File: config.mk
export PLATFORM = sky130hd
export DESIGN_NAME = vector_predication_fp16_control
export DESIGN_NICKNAME = d
export VERILOG_FILES = /design/src/design/vp_pkg.sv /design/src/design/vector_predication_fp16_control.sv
export SDC_FILE = /design/constraint.sdc
export NUM_CORES = 1
export LEC_CHECK = 0
export CAP_MARGIN = 40
export CORE_AREA = 2 2 209 211
export DETAILED_ROUTE_END_ITERATION = 12
export DIE_AREA = 0 0 211 213
export DONT_BUFFER_PORTS = 1
export PLACE_DENSITY = 0.47
export SETUP_SLACK_MARGIN = 0.15
export SKIP_CTS_REPAIR_TIMING = 1
export SYNTH_ARGS = -nofsm -noshare
export SYNTH_HDL_FRONTEND = slang
export SYNTH_SLANG_ARGS = --single-unit
File: constraint.sdc
create_clock -name clock -period 11 [get_ports clock]
set_input_delay 3.3 -clock clock [delete_from_list [all_inputs] [get_ports clock]]
set_output_delay 3.3 -clock clock [all_outputs]
set_load 0.01 [all_outputs]
File: src/design/vp_pkg.sv
// ****************************************************************
// Constants shared by the predication and half-precision block
// ****************************************************************
package vp_pkg;

	// ************************************************************
	// Register bus
	// ************************************************************
	localparam int          ADDR_W              = 8;
	localparam int          DATA_W              = 32;
	localparam logic [7:0]  FP_CONTROL_OFFSET   = 8'h00;
	localparam logic [7:0]  FP_STATUS_OFFSET    = 8'h04;
	localparam logic [7:0]  FAULT_MASK_OFFSET   = 8'h08;
	localparam logic [7:0]  COMMAND_OFFSET      = 8'h0C;
	localparam logic [7:0]  ELEMENT_INFO_OFFSET = 8'h10;
	localparam logic [7:0]  IRQ_STATUS_OFFSET   = 8'h14;
	localparam logic [7:0]  IRQ_MASK_OFFSET     = 8'h18;

	// ************************************************************
	// Floating-point control fields
	// ************************************************************
	localparam int          FLUSH_ZERO_SINGLE_DOUBLE_BIT = 0;
	localparam int          FLUSH_ZERO_HALF_BIT          = 1;
	localparam int          ALT_HALF_FORMAT_BIT          = 2;
	localparam int          TRAP_ENABLE_LSB              = 8;
	localparam int          INPUT_DENORMAL_TRAP_BIT      = 15;
	localparam int          EXC_W                        = 5;
	localparam logic [31:0] CONTROL_WRITE_MASK           = 32'h0000_9F07;
	localparam logic [31:0] CONTROL_RESET                = 32'h0000_0000;

	// ************************************************************
	// Floating-point status fields
	// ************************************************************
	localparam int          EXC_FLAG_LSB        = 0;
	localparam int          INPUT_DENORMAL_BIT  = 7;
	localparam logic [31:0] STATUS_WRITE_MASK   = 32'h0000_009F;
	localparam logic [31:0] STATUS_RESET        = 32'h0000_0000;

	// ************************************************************
	// Command, element information and interrupt fields
	// ************************************************************
	localparam int          CMD_SET_ALL_BIT     = 0;
	localparam int          INFO_FIRST_LSB      = 0;
	localparam int          INFO_LAST_LSB       = 8;
	localparam int          INFO_ANY_BIT        = 16;
	localparam int          IRQ_W               = 4;
	localparam int          IRQ_FAULT_TAKEN     = 0;
	localparam int          IRQ_FAULT_SUPPRESS  = 1;
	localparam int          IRQ_FP_TRAP         = 2;
	localparam int          IRQ_INPUT_DENORMAL  = 3;
	localparam logic [3:0]  IRQ_RESET           = 4'h0;

	// ************************************************************
	// Instruction kinds, one-hot
	// ************************************************************
	typedef enum logic [3:0] {
		OP_PLAIN       = 4'h1,
		OP_LOAD        = 4'h2,
		OP_FIRST_FAULT = 4'h4,
		OP_NON_FAULT   = 4'h8
	} op_kind_type;

endpackage : vp_pkg

File: src/design/vector_predication_fp16_control.sv
// Overview of operation
// - Half-precision operations use the same exception traps and trap enables as wider ones.
// - The single/double flush-to-zero bit has no effect on half-precision operations.
// - The half flush bit flushes denormals in half operations except half/wider conversions.
// - A half value flushed by the half flush bit never sets the input-denormal flag.
// - Half operations always use the standard half format, treating the alternate bit as 0.
// - An element is active when its governing predicate element is true, else inactive.
// - An unpredicated instruction treats every element of its registers as active.
// - The first active element is the active element with the lowest number.
// - The last active element is the active element with the highest number.
// - A first-fault load takes only a first-active-element fault and records the rest.
// - A non-fault load suppresses every fault and records unloaded active elements.
// - A predicate element is true when its lowest-numbered bit is one.
// - Set-all makes every fault mask element true; a failed element clears itself and up.
// - Inactive destination elements are zeroed or kept per zeroing or merging mode.
`timescale 1ns/100ps
module vector_predication_fp16_control #(
	parameter int BYTES = 16
) (
	input  wire logic                    clock,
	input  wire logic                    reset,
	input  wire logic [7:0]              reg_addr,
	input  wire logic [31:0]             reg_wdata,
	input  wire logic                    reg_write,
	input  wire logic                    reg_read,
	output logic      [31:0]             reg_rdata,
	input  wire logic                    op_valid,
	input  vp_pkg::op_kind_type          op_kind,
	input  wire logic                    op_predicated,
	input  wire logic                    op_zeroing,
	input  wire logic [1:0]              op_elem_size,
	input  wire logic [BYTES-1:0]        op_pred,
	input  wire logic [BYTES-1:0]        op_fault,
	input  wire logic [8*BYTES-1:0]      op_old_data,
	input  wire logic [8*BYTES-1:0]      op_new_data,
	output logic                         result_valid,
	output logic      [8*BYTES-1:0]      result_data,
	output logic      [BYTES-1:0]        result_active,
	output logic                         fault_take,
	output logic      [$clog2(BYTES)-1:0] first_active_index,
	output logic      [$clog2(BYTES)-1:0] last_active_index,
	output logic                         any_active,
	input  wire logic                    fp_valid,
	input  wire logic                    fp_half,
	input  wire logic                    fp_convert,
	input  wire logic                    fp_input_denormal,
	input  wire logic [4:0]              fp_exceptions,
	output logic                         fp_done,
	output logic                         fp_flush,
	output logic                         fp_alt_half,
	output logic                         fp_trap,
	output logic                         irq
);

	localparam int IDX_W = $clog2(BYTES);

	// ************************************************************
	// Parameter check
	// ************************************************************
	// Lane count must hold a 64-bit element and fit one data word
	if (BYTES < 8 || BYTES > 32 || (BYTES & (BYTES - 1)) != 0) begin : g_bad_bytes
		$error("BYTES must be a power of two from 8 to 32");
	end

	// ************************************************************
	// State
	// ************************************************************
	typedef struct packed {
		logic [31:0]              rdata;
		logic [31:0]              fp_control;
		logic [31:0]              fp_status;
		logic [BYTES-1:0]         fault_mask;
		logic [vp_pkg::IRQ_W-1:0] irq_status;
		logic [vp_pkg::IRQ_W-1:0] irq_mask;
		logic                     irq;
		logic                     result_valid;
		logic [8*BYTES-1:0]       result_data;
		logic [BYTES-1:0]         result_active;
		logic                     fault_take;
		logic [IDX_W-1:0]         first_index;
		logic [IDX_W-1:0]         last_index;
		logic                     any_active;
		logic                     fp_done;
		logic                     fp_flush;
		logic                     fp_alt_half;
		logic                     fp_trap;
	} state_type;

	state_type state_reg;
	state_type state_next;

	// ************************************************************
	// Per-lane predication
	// ************************************************************
	logic [IDX_W-1:0]   size_low;
	logic [BYTES-1:0]   lane_active;
	logic [BYTES-1:0]   elem_base;
	logic [BYTES-1:0]   base_active;
	logic [BYTES-1:0]   base_fault;
	logic [BYTES-1:0]   below_fault;
	logic [8*BYTES-1:0] merged_data;
	logic [IDX_W-1:0]   fault_lane;

	// Lanes below the element size boundary belong to the element at the base
	assign size_low = IDX_W'((5'h01 << op_elem_size) - 5'h01);

	genvar lane;
	generate
		for (lane = 0; lane < BYTES; lane++) begin : g_lane
			logic [IDX_W-1:0] base_idx;
			assign base_idx = IDX_W'(lane) & ~size_low;
			// Lowest bit of the predicate element decides, unpredicated is all active
			assign lane_active[lane] = !op_predicated || op_pred[base_idx];
			assign elem_base[lane] = (IDX_W'(lane) & size_low) == '0;
			assign base_active[lane] = lane_active[lane] && elem_base[lane];
			// Faults count only at the base lane of an active element
			assign base_fault[lane] = base_active[lane] && op_fault[lane];
			assign below_fault[lane] = IDX_W'(lane) < (fault_lane & ~size_low);
			// Inactive lanes are zeroed or keep the old value
			assign merged_data[8*lane +: 8] = lane_active[lane] ? op_new_data[8*lane +: 8] :
				(op_zeroing ? 8'h00 : op_old_data[8*lane +: 8]);
		end
	endgenerate

	// ************************************************************
	// First and last active element, lowest faulting element
	// ************************************************************
	logic [IDX_W-1:0] first_lane;
	logic [IDX_W-1:0] last_lane;
	logic             found_active;
	logic             found_fault;

	// Scan up for the last, down for the first and for the lowest fault
	always_comb begin
		first_lane = '0;
		last_lane = '0;
		fault_lane = '0;
		found_active = 1'b0;
		found_fault = 1'b0;
		for (int i = 0; i < BYTES; i++) begin
			if (base_active[i]) begin
				last_lane = IDX_W'(i);
				found_active = 1'b1;
			end
		end
		for (int i = BYTES - 1; i >= 0; i--) begin
			if (base_active[i]) begin
				first_lane = IDX_W'(i);
			end
			if (base_fault[i]) begin
				fault_lane = IDX_W'(i);
				found_fault = 1'b1;
			end
		end
	end

	// ************************************************************
	// Fault decision
	// ************************************************************
	logic first_faults;
	logic take_now;
	logic suppress_now;

	assign first_faults = found_fault && (fault_lane == first_lane);

	// Plain loads fault on any active element, the two speculative kinds record
	always_comb begin
		take_now = 1'b0;
		suppress_now = 1'b0;
		if (op_valid) begin
			case (op_kind)
				vp_pkg::OP_LOAD: begin
					take_now = found_fault;
				end
				vp_pkg::OP_FIRST_FAULT: begin
					take_now = first_faults;
					suppress_now = found_fault && !first_faults;
				end
				vp_pkg::OP_NON_FAULT: begin
					suppress_now = found_fault;
				end
				default: begin
					take_now = 1'b0;
				end
			endcase
		end
	end

	// ************************************************************
	// Half-precision controls
	// ************************************************************
	logic       ctl_fz;
	logic       ctl_flush_zero_half;
	logic       ctl_ahp;
	logic       flush_now;
	logic       idc_now;
	logic       ide_trap_now;
	logic [4:0] trap_en;
	logic [4:0] trapped;
	logic [4:0] untrapped;

	assign ctl_fz = state_reg.fp_control[vp_pkg::FLUSH_ZERO_SINGLE_DOUBLE_BIT];
	assign ctl_flush_zero_half = state_reg.fp_control[vp_pkg::FLUSH_ZERO_HALF_BIT];
	assign ctl_ahp = state_reg.fp_control[vp_pkg::ALT_HALF_FORMAT_BIT];
	assign trap_en = state_reg.fp_control[vp_pkg::TRAP_ENABLE_LSB +: vp_pkg::EXC_W];

	// Half ignores the wide flush bit and flushes only outside conversions
	assign flush_now = fp_half ? (ctl_flush_zero_half && !fp_convert) : ctl_fz;
	// A half-precision flush never reports an input denormal
	assign idc_now = fp_valid && !fp_half && ctl_fz && fp_input_denormal;
	assign ide_trap_now = idc_now && state_reg.fp_control[vp_pkg::INPUT_DENORMAL_TRAP_BIT];
	// Same trap enables for every precision
	assign trapped = fp_valid ? (fp_exceptions & trap_en) : 5'h00;
	assign untrapped = fp_valid ? (fp_exceptions & ~trap_en) : 5'h00;

	// ************************************************************
	// Next-state logic
	// ************************************************************
	logic [31:0] info_word;
	logic        wr_control;
	logic        wr_status;
	logic        wr_command;
	logic        wr_irq_status;
	logic        wr_irq_mask;
	logic [3:0]  irq_events;

	always_comb begin
		info_word = 32'h0000_0000;
		info_word[vp_pkg::INFO_FIRST_LSB +: IDX_W] = state_reg.first_index;
		info_word[vp_pkg::INFO_LAST_LSB +: IDX_W] = state_reg.last_index;
		info_word[vp_pkg::INFO_ANY_BIT] = state_reg.any_active;
	end

	assign wr_control = reg_write && (reg_addr == vp_pkg::FP_CONTROL_OFFSET);
	assign wr_status = reg_write && (reg_addr == vp_pkg::FP_STATUS_OFFSET);
	assign wr_command = reg_write && (reg_addr == vp_pkg::COMMAND_OFFSET);
	assign wr_irq_status = reg_write && (reg_addr == vp_pkg::IRQ_STATUS_OFFSET);
	assign wr_irq_mask = reg_write && (reg_addr == vp_pkg::IRQ_MASK_OFFSET);

	// Events feeding the sticky interrupt status
	always_comb begin
		irq_events = 4'h0;
		irq_events[vp_pkg::IRQ_FAULT_TAKEN] = take_now;
		irq_events[vp_pkg::IRQ_FAULT_SUPPRESS] = suppress_now;
		irq_events[vp_pkg::IRQ_FP_TRAP] = (trapped != 5'h00) || ide_trap_now;
		irq_events[vp_pkg::IRQ_INPUT_DENORMAL] = idc_now && !ide_trap_now;
	end

	// Register file, datapath results and interrupt
	always_comb begin
		state_next = state_reg;

		// Read data stand in the cycle after the strobe only
		state_next.rdata = 32'h0000_0000;
		if (reg_read) begin
			if (reg_addr == vp_pkg::FP_CONTROL_OFFSET) begin
				state_next.rdata = state_reg.fp_control;
			end else if (reg_addr == vp_pkg::FP_STATUS_OFFSET) begin
				state_next.rdata = state_reg.fp_status;
			end else if (reg_addr == vp_pkg::FAULT_MASK_OFFSET) begin
				state_next.rdata = 32'(state_reg.fault_mask);
			end else if (reg_addr == vp_pkg::ELEMENT_INFO_OFFSET) begin
				state_next.rdata = info_word;
			end else if (reg_addr == vp_pkg::IRQ_STATUS_OFFSET) begin
				state_next.rdata = 32'(state_reg.irq_status);
			end else if (reg_addr == vp_pkg::IRQ_MASK_OFFSET) begin
				state_next.rdata = 32'(state_reg.irq_mask);
			end else begin
				state_next.rdata = 32'h0000_0000;
			end
		end

		// Control and mask writes
		if (wr_control) begin
			state_next.fp_control = reg_wdata & vp_pkg::CONTROL_WRITE_MASK;
		end
		if (wr_irq_mask) begin
			state_next.irq_mask = reg_wdata[vp_pkg::IRQ_W-1:0];
		end

		// Status write first, hardware flags then set over it
		if (wr_status) begin
			state_next.fp_status = reg_wdata & vp_pkg::STATUS_WRITE_MASK;
		end
		state_next.fp_status[vp_pkg::EXC_FLAG_LSB +: vp_pkg::EXC_W] =
			state_next.fp_status[vp_pkg::EXC_FLAG_LSB +: vp_pkg::EXC_W] | untrapped;
		if (idc_now && !ide_trap_now) begin
			state_next.fp_status[vp_pkg::INPUT_DENORMAL_BIT] = 1'b1;
		end

		// Set-all first, a load recorded in the same cycle clears after it
		if (wr_command && reg_wdata[vp_pkg::CMD_SET_ALL_BIT]) begin
			state_next.fault_mask = '1;
		end
		if (suppress_now) begin
			// Only clears, never sets, from the failed element upward
			state_next.fault_mask = state_next.fault_mask & below_fault;
		end

		// Sticky interrupt status, write one to clear, set wins
		if (wr_irq_status) begin
			state_next.irq_status = state_reg.irq_status & ~reg_wdata[vp_pkg::IRQ_W-1:0];
		end
		state_next.irq_status = state_next.irq_status | irq_events;
		state_next.irq = (state_next.irq_status & state_next.irq_mask) != 4'h0;

		// Vector result, one cycle after the request
		state_next.result_valid = op_valid;
		state_next.fault_take = take_now;
		if (op_valid) begin
			state_next.result_data = merged_data;
			state_next.result_active = lane_active;
			state_next.first_index = IDX_W'(first_lane >> op_elem_size);
			state_next.last_index = IDX_W'(last_lane >> op_elem_size);
			state_next.any_active = found_active;
		end

		// Effective half-precision controls per operation
		state_next.fp_done = fp_valid;
		state_next.fp_trap = (trapped != 5'h00) || ide_trap_now;
		if (fp_valid) begin
			state_next.fp_flush = flush_now;
			state_next.fp_alt_half = fp_half ? 1'b0 : ctl_ahp;
		end
	end

	// ************************************************************
	// State register
	// ************************************************************
	always_ff @(posedge clock or posedge reset) begin
		if (reset) begin
			state_reg <= '0;
			state_reg.fp_control <= vp_pkg::CONTROL_RESET;
			state_reg.fp_status <= vp_pkg::STATUS_RESET;
			state_reg.fault_mask <= '1;
			state_reg.irq_status <= vp_pkg::IRQ_RESET;
			state_reg.irq_mask <= vp_pkg::IRQ_RESET;
		end else begin
			state_reg <= state_next;
		end
	end

	// ************************************************************
	// Outputs
	// ************************************************************
	assign reg_rdata = state_reg.rdata;
	assign result_valid = state_reg.result_valid;
	assign result_data = state_reg.result_data;
	assign result_active = state_reg.result_active;
	assign fault_take = state_reg.fault_take;
	assign first_active_index = state_reg.first_index;
	assign last_active_index = state_reg.last_index;
	assign any_active = state_reg.any_active;
	assign fp_done = state_reg.fp_done;
	assign fp_flush = state_reg.fp_flush;
	assign fp_alt_half = state_reg.fp_alt_half;
	assign fp_trap = state_reg.fp_trap;
	assign irq = state_reg.irq;

endmodule : vector_predication_fp16_control

Word level (Yosys, flattened, before mapping)
Cells that the tools add are included.

cells by class
  $add $sub $neg = 1
  magnitude comparators = 31
  equal/unequal tests = 10
  shift-type cells = 3
  mux-type cells = 162
  bitwise logic cells = 11
  reduce and logical (&&, ||, !) cells = 86

operator list
  kind                                                                    count
  8-bit two-way mux                                                       33
  4-bit two-way mux                                                       44
  17-bit two-way mux                                                      5
  4-bit zero test                                                         15
  1-bit two-way mux                                                       57
  1-bit logical AND                                                       45
  4-bit by 5-bit < comparator with 1-bit output (second input constant)   8
  4-bit < comparator (first input constant)                               8
  16-bit two-way mux                                                      2
  8-bit by 5-bit equality test with 1-bit output (second input constant)  3
  3-bit by 5-bit < comparator with 1-bit output (second input constant)   4
  1-bit logical OR                                                        17
  16-bit bitwise AND                                                      1
  8-bit by 4-bit equality test with 1-bit output (second input constant)  2
  3-bit by 4-bit < comparator with 1-bit output (first input constant)    4
  4-bit bitwise AND                                                       3
  1-bit binary-select mux with 2-bit select                               6
  1-bit binary-select mux with 3-bit select                               4
  3-bit two-way mux                                                       4
  5-bit bitwise AND                                                       2
  2-bit by 5-bit < comparator with 1-bit output (second input constant)   2
  5-bit two-way mux                                                       2
  8-bit by 3-bit equality test with 1-bit output (second input constant)  1
  8-bit zero test                                                         1
  other kinds (21)                                                        31

storage, ports and cells
  flip-flop bits (word level) = 231
  input port bits = 350
  output and inout bits = 192
  word-level logic and storage cells = 323

Longest topological paths before layout
Gate-level depths: netlist of run 1.

  word-level depth = 33
  gate-level depth with buffers = 13
  depth with buffers taken out = 9

Worst setup path before layout of run 1
Ideal clock, no wire load.

  path type = input -> register
  start = input port op_elem_size[1]
  end = register state_reg[169] (netlist bit)
  library setup time = 83 ps
  data arrival time = 5642 ps
  required time = 10917 ps
  setup slack = 5274 ps
  stages = 10
  path buffers = 1
  cell sequence = buf_6 -> or4b_1 -> a2111oi_2 -> a2111oi_2 -> or2_4 -> a2bb2oi_1 -> and4bb_1 -> a31o_1 -> nand2b_4 -> o32a_1

RTL lines
  element                 RTL line                                RTL
  start: declaration      vector_predication_fp16_control.sv:31   input wire logic [1:0] op_elem_size,
  end signal: assignment  vector_predication_fp16_control.sv:339  state_reg <= state_next;
  end: declaration        vector_predication_fp16_control.sv:89   state_type state_reg;

==> parameters.txt, run 1 <==
Parameter                              Value

Run status
  Run status ... completed

Synth
  FF+latch count, synth ... approximately 220
  Flip-flop cell with the highest count after synthesis ... sky130_fd_sc_hd__dfrtp_1
  Area share of the leading cell type in the synthesized netlist ... approximately two fifths
  Number of distinct standard cells referenced by the synthesized netlist ... 74
  Fraction of registers with async set or reset after synthesis ... between 90% and 100%
  Yosys warning total ... 0
  Syn avg cell area ... ~8.9 sq um
  Instance count of the mapped netlist ... 1,392
  Area contributors post-synth ... sky130_fd_sc_hd__dfrtp_1, sky130_fd_sc_hd__buf_4, sky130_fd_sc_hd__a21oi_1, sky130_fd_sc_hd__nor3b_1, sky130_fd_sc_hd__nor2_1
  Dominant cell type by area after synthesis ... sky130_fd_sc_hd__dfrtp_1
  Number of enable-type register cells in the synthesized netlist ... 0
  Netlist Area Pre-Place ... roughly 0.012 sq mm
  Part of the Yosys area used for sequential elements ... between 40% and 50%

Min path
  Endpoint of the worst hold path ... state_reg[185]
  Path type of the worst min-delay path ... reg2reg
  Startpoint of the worst hold path ... state_reg[185]
  Number of instances on the worst hold path ... 2

Flow run
  Number of max-cap violations ... 0

Clock tree
  Latest clock arrival within the worst-skew pair ... approximately 550 ps
  Maximum level of the CTS H-tree ... 1
  Max Root-Sink Buffers ... 3
  Total CTS buffers ... 26
  Library cell used as clock root buffer ... sky130_fd_sc_hd__clkbuf_16
  TritonCTS clock tree ... built
  Number of clock sinks seen by CTS ... ~220
  Clock slew at the register clock pins of the worst setup and hold paths ... around 60 ps

Setup path
  Worst Path Required ... about 11,000 ps
  Master of the slowest instance on the critical path ... sky130_fd_sc_hd__nand2b_1
  Endpoint of the worst register-to-register path ... irq
  Critical path peak fanout ... 30
  Kind of end point of the critical path ... flop
  Depth of the worst register-to-register path ... 5
  CP arrival ... roughly 6400 ps
  Kind of cell adding the most delay to the critical path ... simple AND/OR/NAND/NOR gates
  FF-to-FF setup slack ... between 9000 and 10,000 ps
  Launch point of the worst reg-to-reg path ... state_reg[224]
  CP startpoint kind ... input port
  Stage delay of the slowest cell on the critical path ... between 600 and 700 ps
  Critical path class ... in2reg
  Ordered cell list for the critical path ... mux4_2 > nand2b_1 > a2111oi_0 > or3_1 > a21boi_0 > nand3_1 > a31o_1 > nand2b_4 > o32a_1
  Buffers and inverters on the worst path ... 0

Place
  Buffers added on ports ... 0
  RD Place Congestion ... roughly 0.85
  Sum of net half-perimeters after detailed placement ... a little under 30,000 microns

Global route
  Largest net degree at the start of global routing ... roughly 270
  GRT Resource Usage Total ... about 17%
  Number of antenna violations at the first check in global routing ... 7
  Overall overflow remaining after global route ... 0
  Wire length of the first global-routing pass ... ~57,000 microns
  Number of global-route vias before repair ... approximately 9,000

STA
  Final setup violation count ... 0
  Unrepaired setup endpoints after global routing ... no
  Total Neg Setup Slack ... 0 ps
  Worst hold-check slack ... slightly above 500 ps
  Clock skew ... roughly 4.7 ps
  Worst slew pin tran ... 862 ps
  Count of final max-slew check failures ... 0
  Share of the clock period used by the worst path ... between 50% and 60%
  Time the final worst path needs with I/O delays and setup ... roughly 5900 ps
  Maximum achievable frequency ... 169 MHz
  Final hold violation count ... 0
  Max transition margin ... 42.3%

Drt
  Count of nets left with antenna violations after detail routing ... 0
  Per-cell via count in the routed design ... around 5.2
  Number of DRC markers after the initial detailed-route iteration ... 581
  Detailed Route WL ... ~40,000 microns
  First-pass DRT Iterations ... 5
  Total number of vias ... ~9,000
  DR DRC count ... 0
  Routed wirelength normalized by instance count ... 22.7 microns

Floorplan
  Core Region ... about 0.043 sq mm
  Total I/O pin count ... 542
  Die area ... ~0.045 sq mm
  Count of standard-cell rows ... 76
  Chip Width ... ~210 microns
  Starting utilization of the core area ... 29.0%
  Chip height ... ~210 microns

Power and ir drop
  Leak Pwr ... just under 5 nW
  Fraction of power spent switching nets ... 27.4%
  Power per unit of standard cell area ... about 170 mW/mm^2
  IR Drop Worst-Case VDD ... between 90 and 100 uV
  Total power ... between 0.002 and 0.0025 W
  Int Pwr ... 0.00151 W
  Gate power share ... slightly above 10%
  Part of the total power dissipated in the clock network ... 43.5%
  Sequential cell fraction of total power ... 46.2%
  Net switching power ... roughly 0.00057 W

Finish
  Layout overhead on the synthesized area ... 0.525%
  Layout cells sized above 1 ... under 10%
  Total number of nets in the final design ... around 1,500
  Flip-flop count of the largest register, all copies and words added ... around 130
worst max path at each step:
stage,startpoint,slack [ps],end,cells past startpoint
3_3_place_gp,op_elem_size[0],4530,state_reg[169],9
3_5_place_dp,op_elem_size[0],4480,state_reg[169],9
2_1_floorplan,reset,1820,any_active,1
4_1_cts,op_elem_size[0],5060,state_reg[169],9
5_1_grt,op_pred[0],4820,state_reg[169],9
6_report,op_elem_size[0],5070,state_reg[169],9
cell families after synthesis:
logic type	share of synthesized area (%)
XOR/XNOR	0.141
flip-flops	43.7
multiplexers	2.17
AND/OR/NAND/NOR	20.7
buffers and inverters	14.4
other	0.0302
AO/OA/AOI/OAI	18.8
worst reg2reg max path: stages (launching register included):
cell	delay [ps]
sky130_fd_sc_hd__dfrtp_1	430
sky130_fd_sc_hd__a222oi_1	320
sky130_fd_sc_hd__a31oi_1	200
sky130_fd_sc_hd__a21o_1	210
sky130_fd_sc_hd__a221oi_1	340
sky130_fd_sc_hd__o221ai_2	160
stage by stage:
| stage | setup slack [ps] | utilization [%] | instance area (sq um) | instances |
|---|---|---|---|---|
| 2_1_floorplan | 1820 | - | 12500 | 1406 |
| 3_3_place_gp | 4530 | 26.9 | 11500 | 1691 |
| 3_5_place_dp | 4480 | 27.0 | 11500 | 1695 |
| 4_1_cts | 5060 | 29.2 | 12500 | 1742 |
| 5_1_grt | 4820 | 29.2 | 12500 | 1748 |
| 6_report | 5070 | 29.2 | 12500 | 1748 |
power groups by stage:
stage / clock [W] / sequential, W / combinational (W)
final: 0.000903 / 0.000959 / 0.000214
after global routing: 0.000965 / 0.000969 / 0.000244
after CTS: 0.000937 / 0.000961 / 0.000219
after detailed placement: 0 / 0.000973 / 0.000218
after global placement: 0 / 0.000975 / 0.000212
after floorplan: 0 / 0.000910 / 0.000313
cells in the mapped netlist, drive strengths merged, types with 16 or more instances:
master  count
a21oi     245
dfrtp     200
buf       197
nor2      193
nor3b     115
clkbuf     73
nand2      47
nor2b      28
o21ai      24
nand3      23
nand2b     20
inv        17
a221o      16
dfstp      16
placed cells by master, fill, tap and decap left out, types with 8 or more instances in the layout:
cell type / synthesis / routed
sky130_fd_sc_hd__mux2i_1: 10 / 10
sky130_fd_sc_hd__inv_1: 17 / 16
sky130_fd_sc_hd__and2_1: 9 / 9
sky130_fd_sc_hd__nor3b_1: 115 / 115
sky130_fd_sc_hd__a222oi_1: 8 / 8
sky130_fd_sc_hd__nor2b_1: 28 / 28
sky130_fd_sc_hd__nor2_1: 192 / 192
sky130_fd_sc_hd__nand2b_1: 19 / 19
sky130_fd_sc_hd__nand3_1: 23 / 23
sky130_fd_sc_hd__buf_4: 185 / 9
sky130_fd_sc_hd__a31oi_1: 12 / 12
sky130_fd_sc_hd__a21oi_1: 245 / 245
sky130_fd_sc_hd__clkinv_2: 0 / 8
sky130_fd_sc_hd__mux2_2: 13 / 13
sky130_fd_sc_hd__o22a_1: 10 / 10
sky130_fd_sc_hd__clkbuf_16: 0 / 26
sky130_fd_sc_hd__dfstp_2: 16 / 16
sky130_fd_sc_hd__o21ai_0: 18 / 18
sky130_fd_sc_hd__conb_1: 1 / 15
sky130_fd_sc_hd__nand2_1: 47 / 47
sky130_fd_sc_hd__a221o_1: 16 / 16
sky130_fd_sc_hd__a22oi_1: 11 / 11
sky130_fd_sc_hd__dfrtp_1: 200 / 200
metal layers:
| layer | part of all wire, % | vias to the layer above | GRT usage, % |
|---|---|---|---|
| met5 | 0.033 | - | 0 |
| met4 | 3.7 | 2 | 7.16 |
| met3 | 8.6 | 63 | 5.32 |
| met2 | 48 | 388 | 27.6 |
| met1 | 40 | 4309 | 19.9 |
| li1 | - | 4278 | - |
area by class of cell:
| class | instances | area (sq um) |
|---|---|---|
| clock inverter | 15 | 191 |
| inverter | 17 | 71.3 |
| tap | 546 | 683 |
| clock buffer | 32 | 713 |
| fill | 4533 | 30200 |
| multi-input combinational | 903 | 5250 |
| antenna | 6 | 15.0 |
| timing repair buffer | 13 | 123 |
| sequential | 216 | 5430 |
No activity file was read; power rests on OpenSTA's default activity.
==> inputs of run 2 (changes only) <==
Settings changed: PLACE_DENSITY 0.47 to 0.48.
Clock period 11 ns to 5.1 ns, I/O delays scaled along.
==> parameters.txt, run 2 (same netlist as run 1, synthesis figures left out) <==
Parameter                              Value

Power and ir drop
  Total power ... 0.00452 W (+120%)
  Power per unit of standard cell area ... 360 mW/mm^2 (+120%)
  Leak Pwr ... 4.91 nW (+0.76%)
  IR Drop Worst-Case VDD ... 209 uV (+110%)

Place
  Buffers added on ports ... 0 (unchanged)
  Number of cells in the design after placement ... 1,703 (+0.47%)
  Pre-CTS setup slack ... 786 ps (-3690 ps)
  Sum of net half-perimeters after detailed placement ... 29,500 microns (+0.19%)
  RD Place Congestion ... 0.833 (-1.5%)

STA
  Unrepaired setup endpoints after global routing ... no
  Total Neg Setup Slack ... 0 ps (unchanged)
  Worst slew pin tran ... 880 ps (+18.1 ps)
  Maximum achievable frequency ... about 270 MHz
  Final hold violation count ... 0 (unchanged)
  Clock skew ... 6.33 ps (+1.64 ps)
  Count of final max-slew check failures ... 0 (unchanged)
  Share of the clock period used by the worst path ... about three quarters
  Crit path setup slack, layout ... 1340 ps (-3740 ps)
  Max transition margin ... 41.1% (-1.2 points)
  Final setup violation count ... 0 (unchanged)
  Time the final worst path needs with I/O delays and setup ... 3760 ps

Finish
  Most frequent cells in the layout ... sky130_fd_sc_hd__a21oi_1, sky130_fd_sc_hd__dfrtp_1, sky130_fd_sc_hd__nor2_1
  Flip-flop count of the largest register, all copies and words added ... 128 (unchanged)
  Layout cells sized above 1 ... 8.96% (+0.43 points)
  Layout overhead on the synthesized area ... 1.19%
  Final std cells w/o fill ... 1,754 (+0.34%)
  Total number of nets in the final design ... 1,535 (+0.52%)
  Most common library cell in the layout ignoring fill and taps ... sky130_fd_sc_hd__a21oi_1

Floorplan
  Die area ... 0.0449 sq mm (unchanged)
  Starting utilization of the core area ... 29.0% (unchanged)
  Chip Width ... 211 microns (unchanged)
  Chip height ... 213 microns (unchanged)
  Core Region ... 0.0427 sq mm (unchanged)
  Count of standard-cell rows ... 76 (unchanged)
  Total I/O pin count ... 542 (unchanged)

Run status
  Run status ... completed

Setup path
  Worst Path Required ... 5570 ps (-5910 ps)
  Critical path peak fanout ... 30 (unchanged)
  Kind of cell adding the most delay to the critical path ... compound AO/OA/AOI/OAI gates
  Critical path class ... in2reg
  CP arrival ... 4240 ps (-2170 ps)
  Master of the slowest instance on the critical path ... sky130_fd_sc_hd__a211oi_2
  Kind of end point of the critical path ... flop
  CP startpoint kind ... input port
  Buffers and inverters on the worst path ... 1 (+1)
  Stage delay of the slowest cell on the critical path ... 470 ps (-190 ps)
  Ordered cell list for the critical path ... nor2_4 > a32oi_1 > and3_1 > a211oi_2 > mux2i_1 > and4bb_1 > a31o_1 > buf_4 > nand2b_4 > o32a_1

Clock tree
  Total CTS buffers ... 26 (unchanged)
  Library cell used as clock root buffer ... sky130_fd_sc_hd__clkbuf_16
  Clock slew at the register clock pins of the worst setup and hold paths ... 60 ps (about the same)
  Number of clock sinks seen by CTS ... 216 (unchanged)
  Latest clock arrival within the worst-skew pair ... 540 ps (about the same)
  Maximum level of the CTS H-tree ... 1 (unchanged)
  TritonCTS clock tree ... built
  Max Root-Sink Buffers ... 3 (unchanged)

Global route
  GRT Resource Usage Total ... 16.4% (-0.26 points)
  Number of global-route vias before repair ... 8,834 (-0.82%)
  Overall overflow remaining after global route ... 0 (unchanged)
  Largest net degree at the start of global routing ... 273 (unchanged)
  Number of antenna violations at the first check in global routing ... 5 (-2)
  Wire length of the first global-routing pass ... 55,800 microns (-1.3%)

Flow run
  Number of max-cap violations ... 0 (unchanged)

Drt
  Count of nets left with antenna violations after detail routing ... 0 (unchanged)
  DR DRC count ... 0 (unchanged)
  First-pass DRT Iterations ... 5 (unchanged)
  Number of DRC markers after the initial detailed-route iteration ... 707 (+22%)
  Total number of vias ... 9,158 (+1.3%)
  Routed wirelength normalized by instance count ... 22.5 microns (-0.71%)
  Per-cell via count in the routed design ... 5.22 (+0.96%)
  Detailed Route WL ... 39,600 microns (-0.37%)

Min path
  Path type of the worst min-delay path ... reg2reg
-- run 2: changes by cell type in the layout (fill, tap and decap cells not counted), sizes merged --
cell,delta
clkbuf,+6
clkinv,-6
diode,-3
clkinvlp,+1
buf,+8
-- run 2: where the power goes --
| group | leakage, nW | internal [W] | total [W] | switching (W) |
|---|---|---|---|---|
| combinational | 1.94 | 0.000194 | 0.000468 | 0.000275 |
| sequential | 2.52 | 0.00187 | 0.00207 | 0.000200 |
| clock | 0.449 | 0.00124 | 0.00198 | 0.000737 |
| total | 4.91 | 0.00331 | 0.00452 | 0.00121 |
-- run 2: worst paths after layout --
| check | from | end | slack, ps | depth (start not counted) |
|---|---|---|---|---|
| setup / recovery | op_elem_size[0] | state_reg[169] | 1340 | 10 |
| hold / removal | state_reg[191] | state_reg[191] | 500 | 1 |
| setup reg to reg | state_reg[224] | irq | 3210 | 5 |
| hold reg to reg | state_reg[191] | state_reg[191] | 500 | 1 |
| max in group asynchronous | reset | result_data[125] | 3240 | 2 |
| min in group asynchronous | reset | result_data[59] | 990 | 1 |
-- run 2: metal layers --
metal  routed length (microns)  up-vias  share of wire [%]  GRT usage (%)
li1                          -     4305                  -              -
met1                     16000     4401                 40           19.9
met2                     19200      381                 48           27.7
met3                      3320       71                8.4           5.12
met4                      1090        0                2.8           5.37
met5                         0        -                  0              0
-- run 2: area by class of cell --
class,instances,area [sq um]
Antenna cell,3,7.51
Clock buffer,38,767
Clock inverter,10,159
Fill cell,4442,30100
Inverter,17,67.6
Multi-Input combinational cell,903,5250
Sequential cell,216,5430
Tap cell,546,683
Timing Repair Buffer,21,191
-- run 2: per-stage QoR --
stage / hold slack (ps) / utilization, % / area [sq um]
final: 500 / 29.4 / 12500
after global routing: 511 / 29.4 / 12500
after CTS: 496 / 29.4 / 12500
after detailed placement: 484 / 27.2 / 11600
after global placement: 477 / 27.1 / 11600
after floorplan: 455 / - / 12500
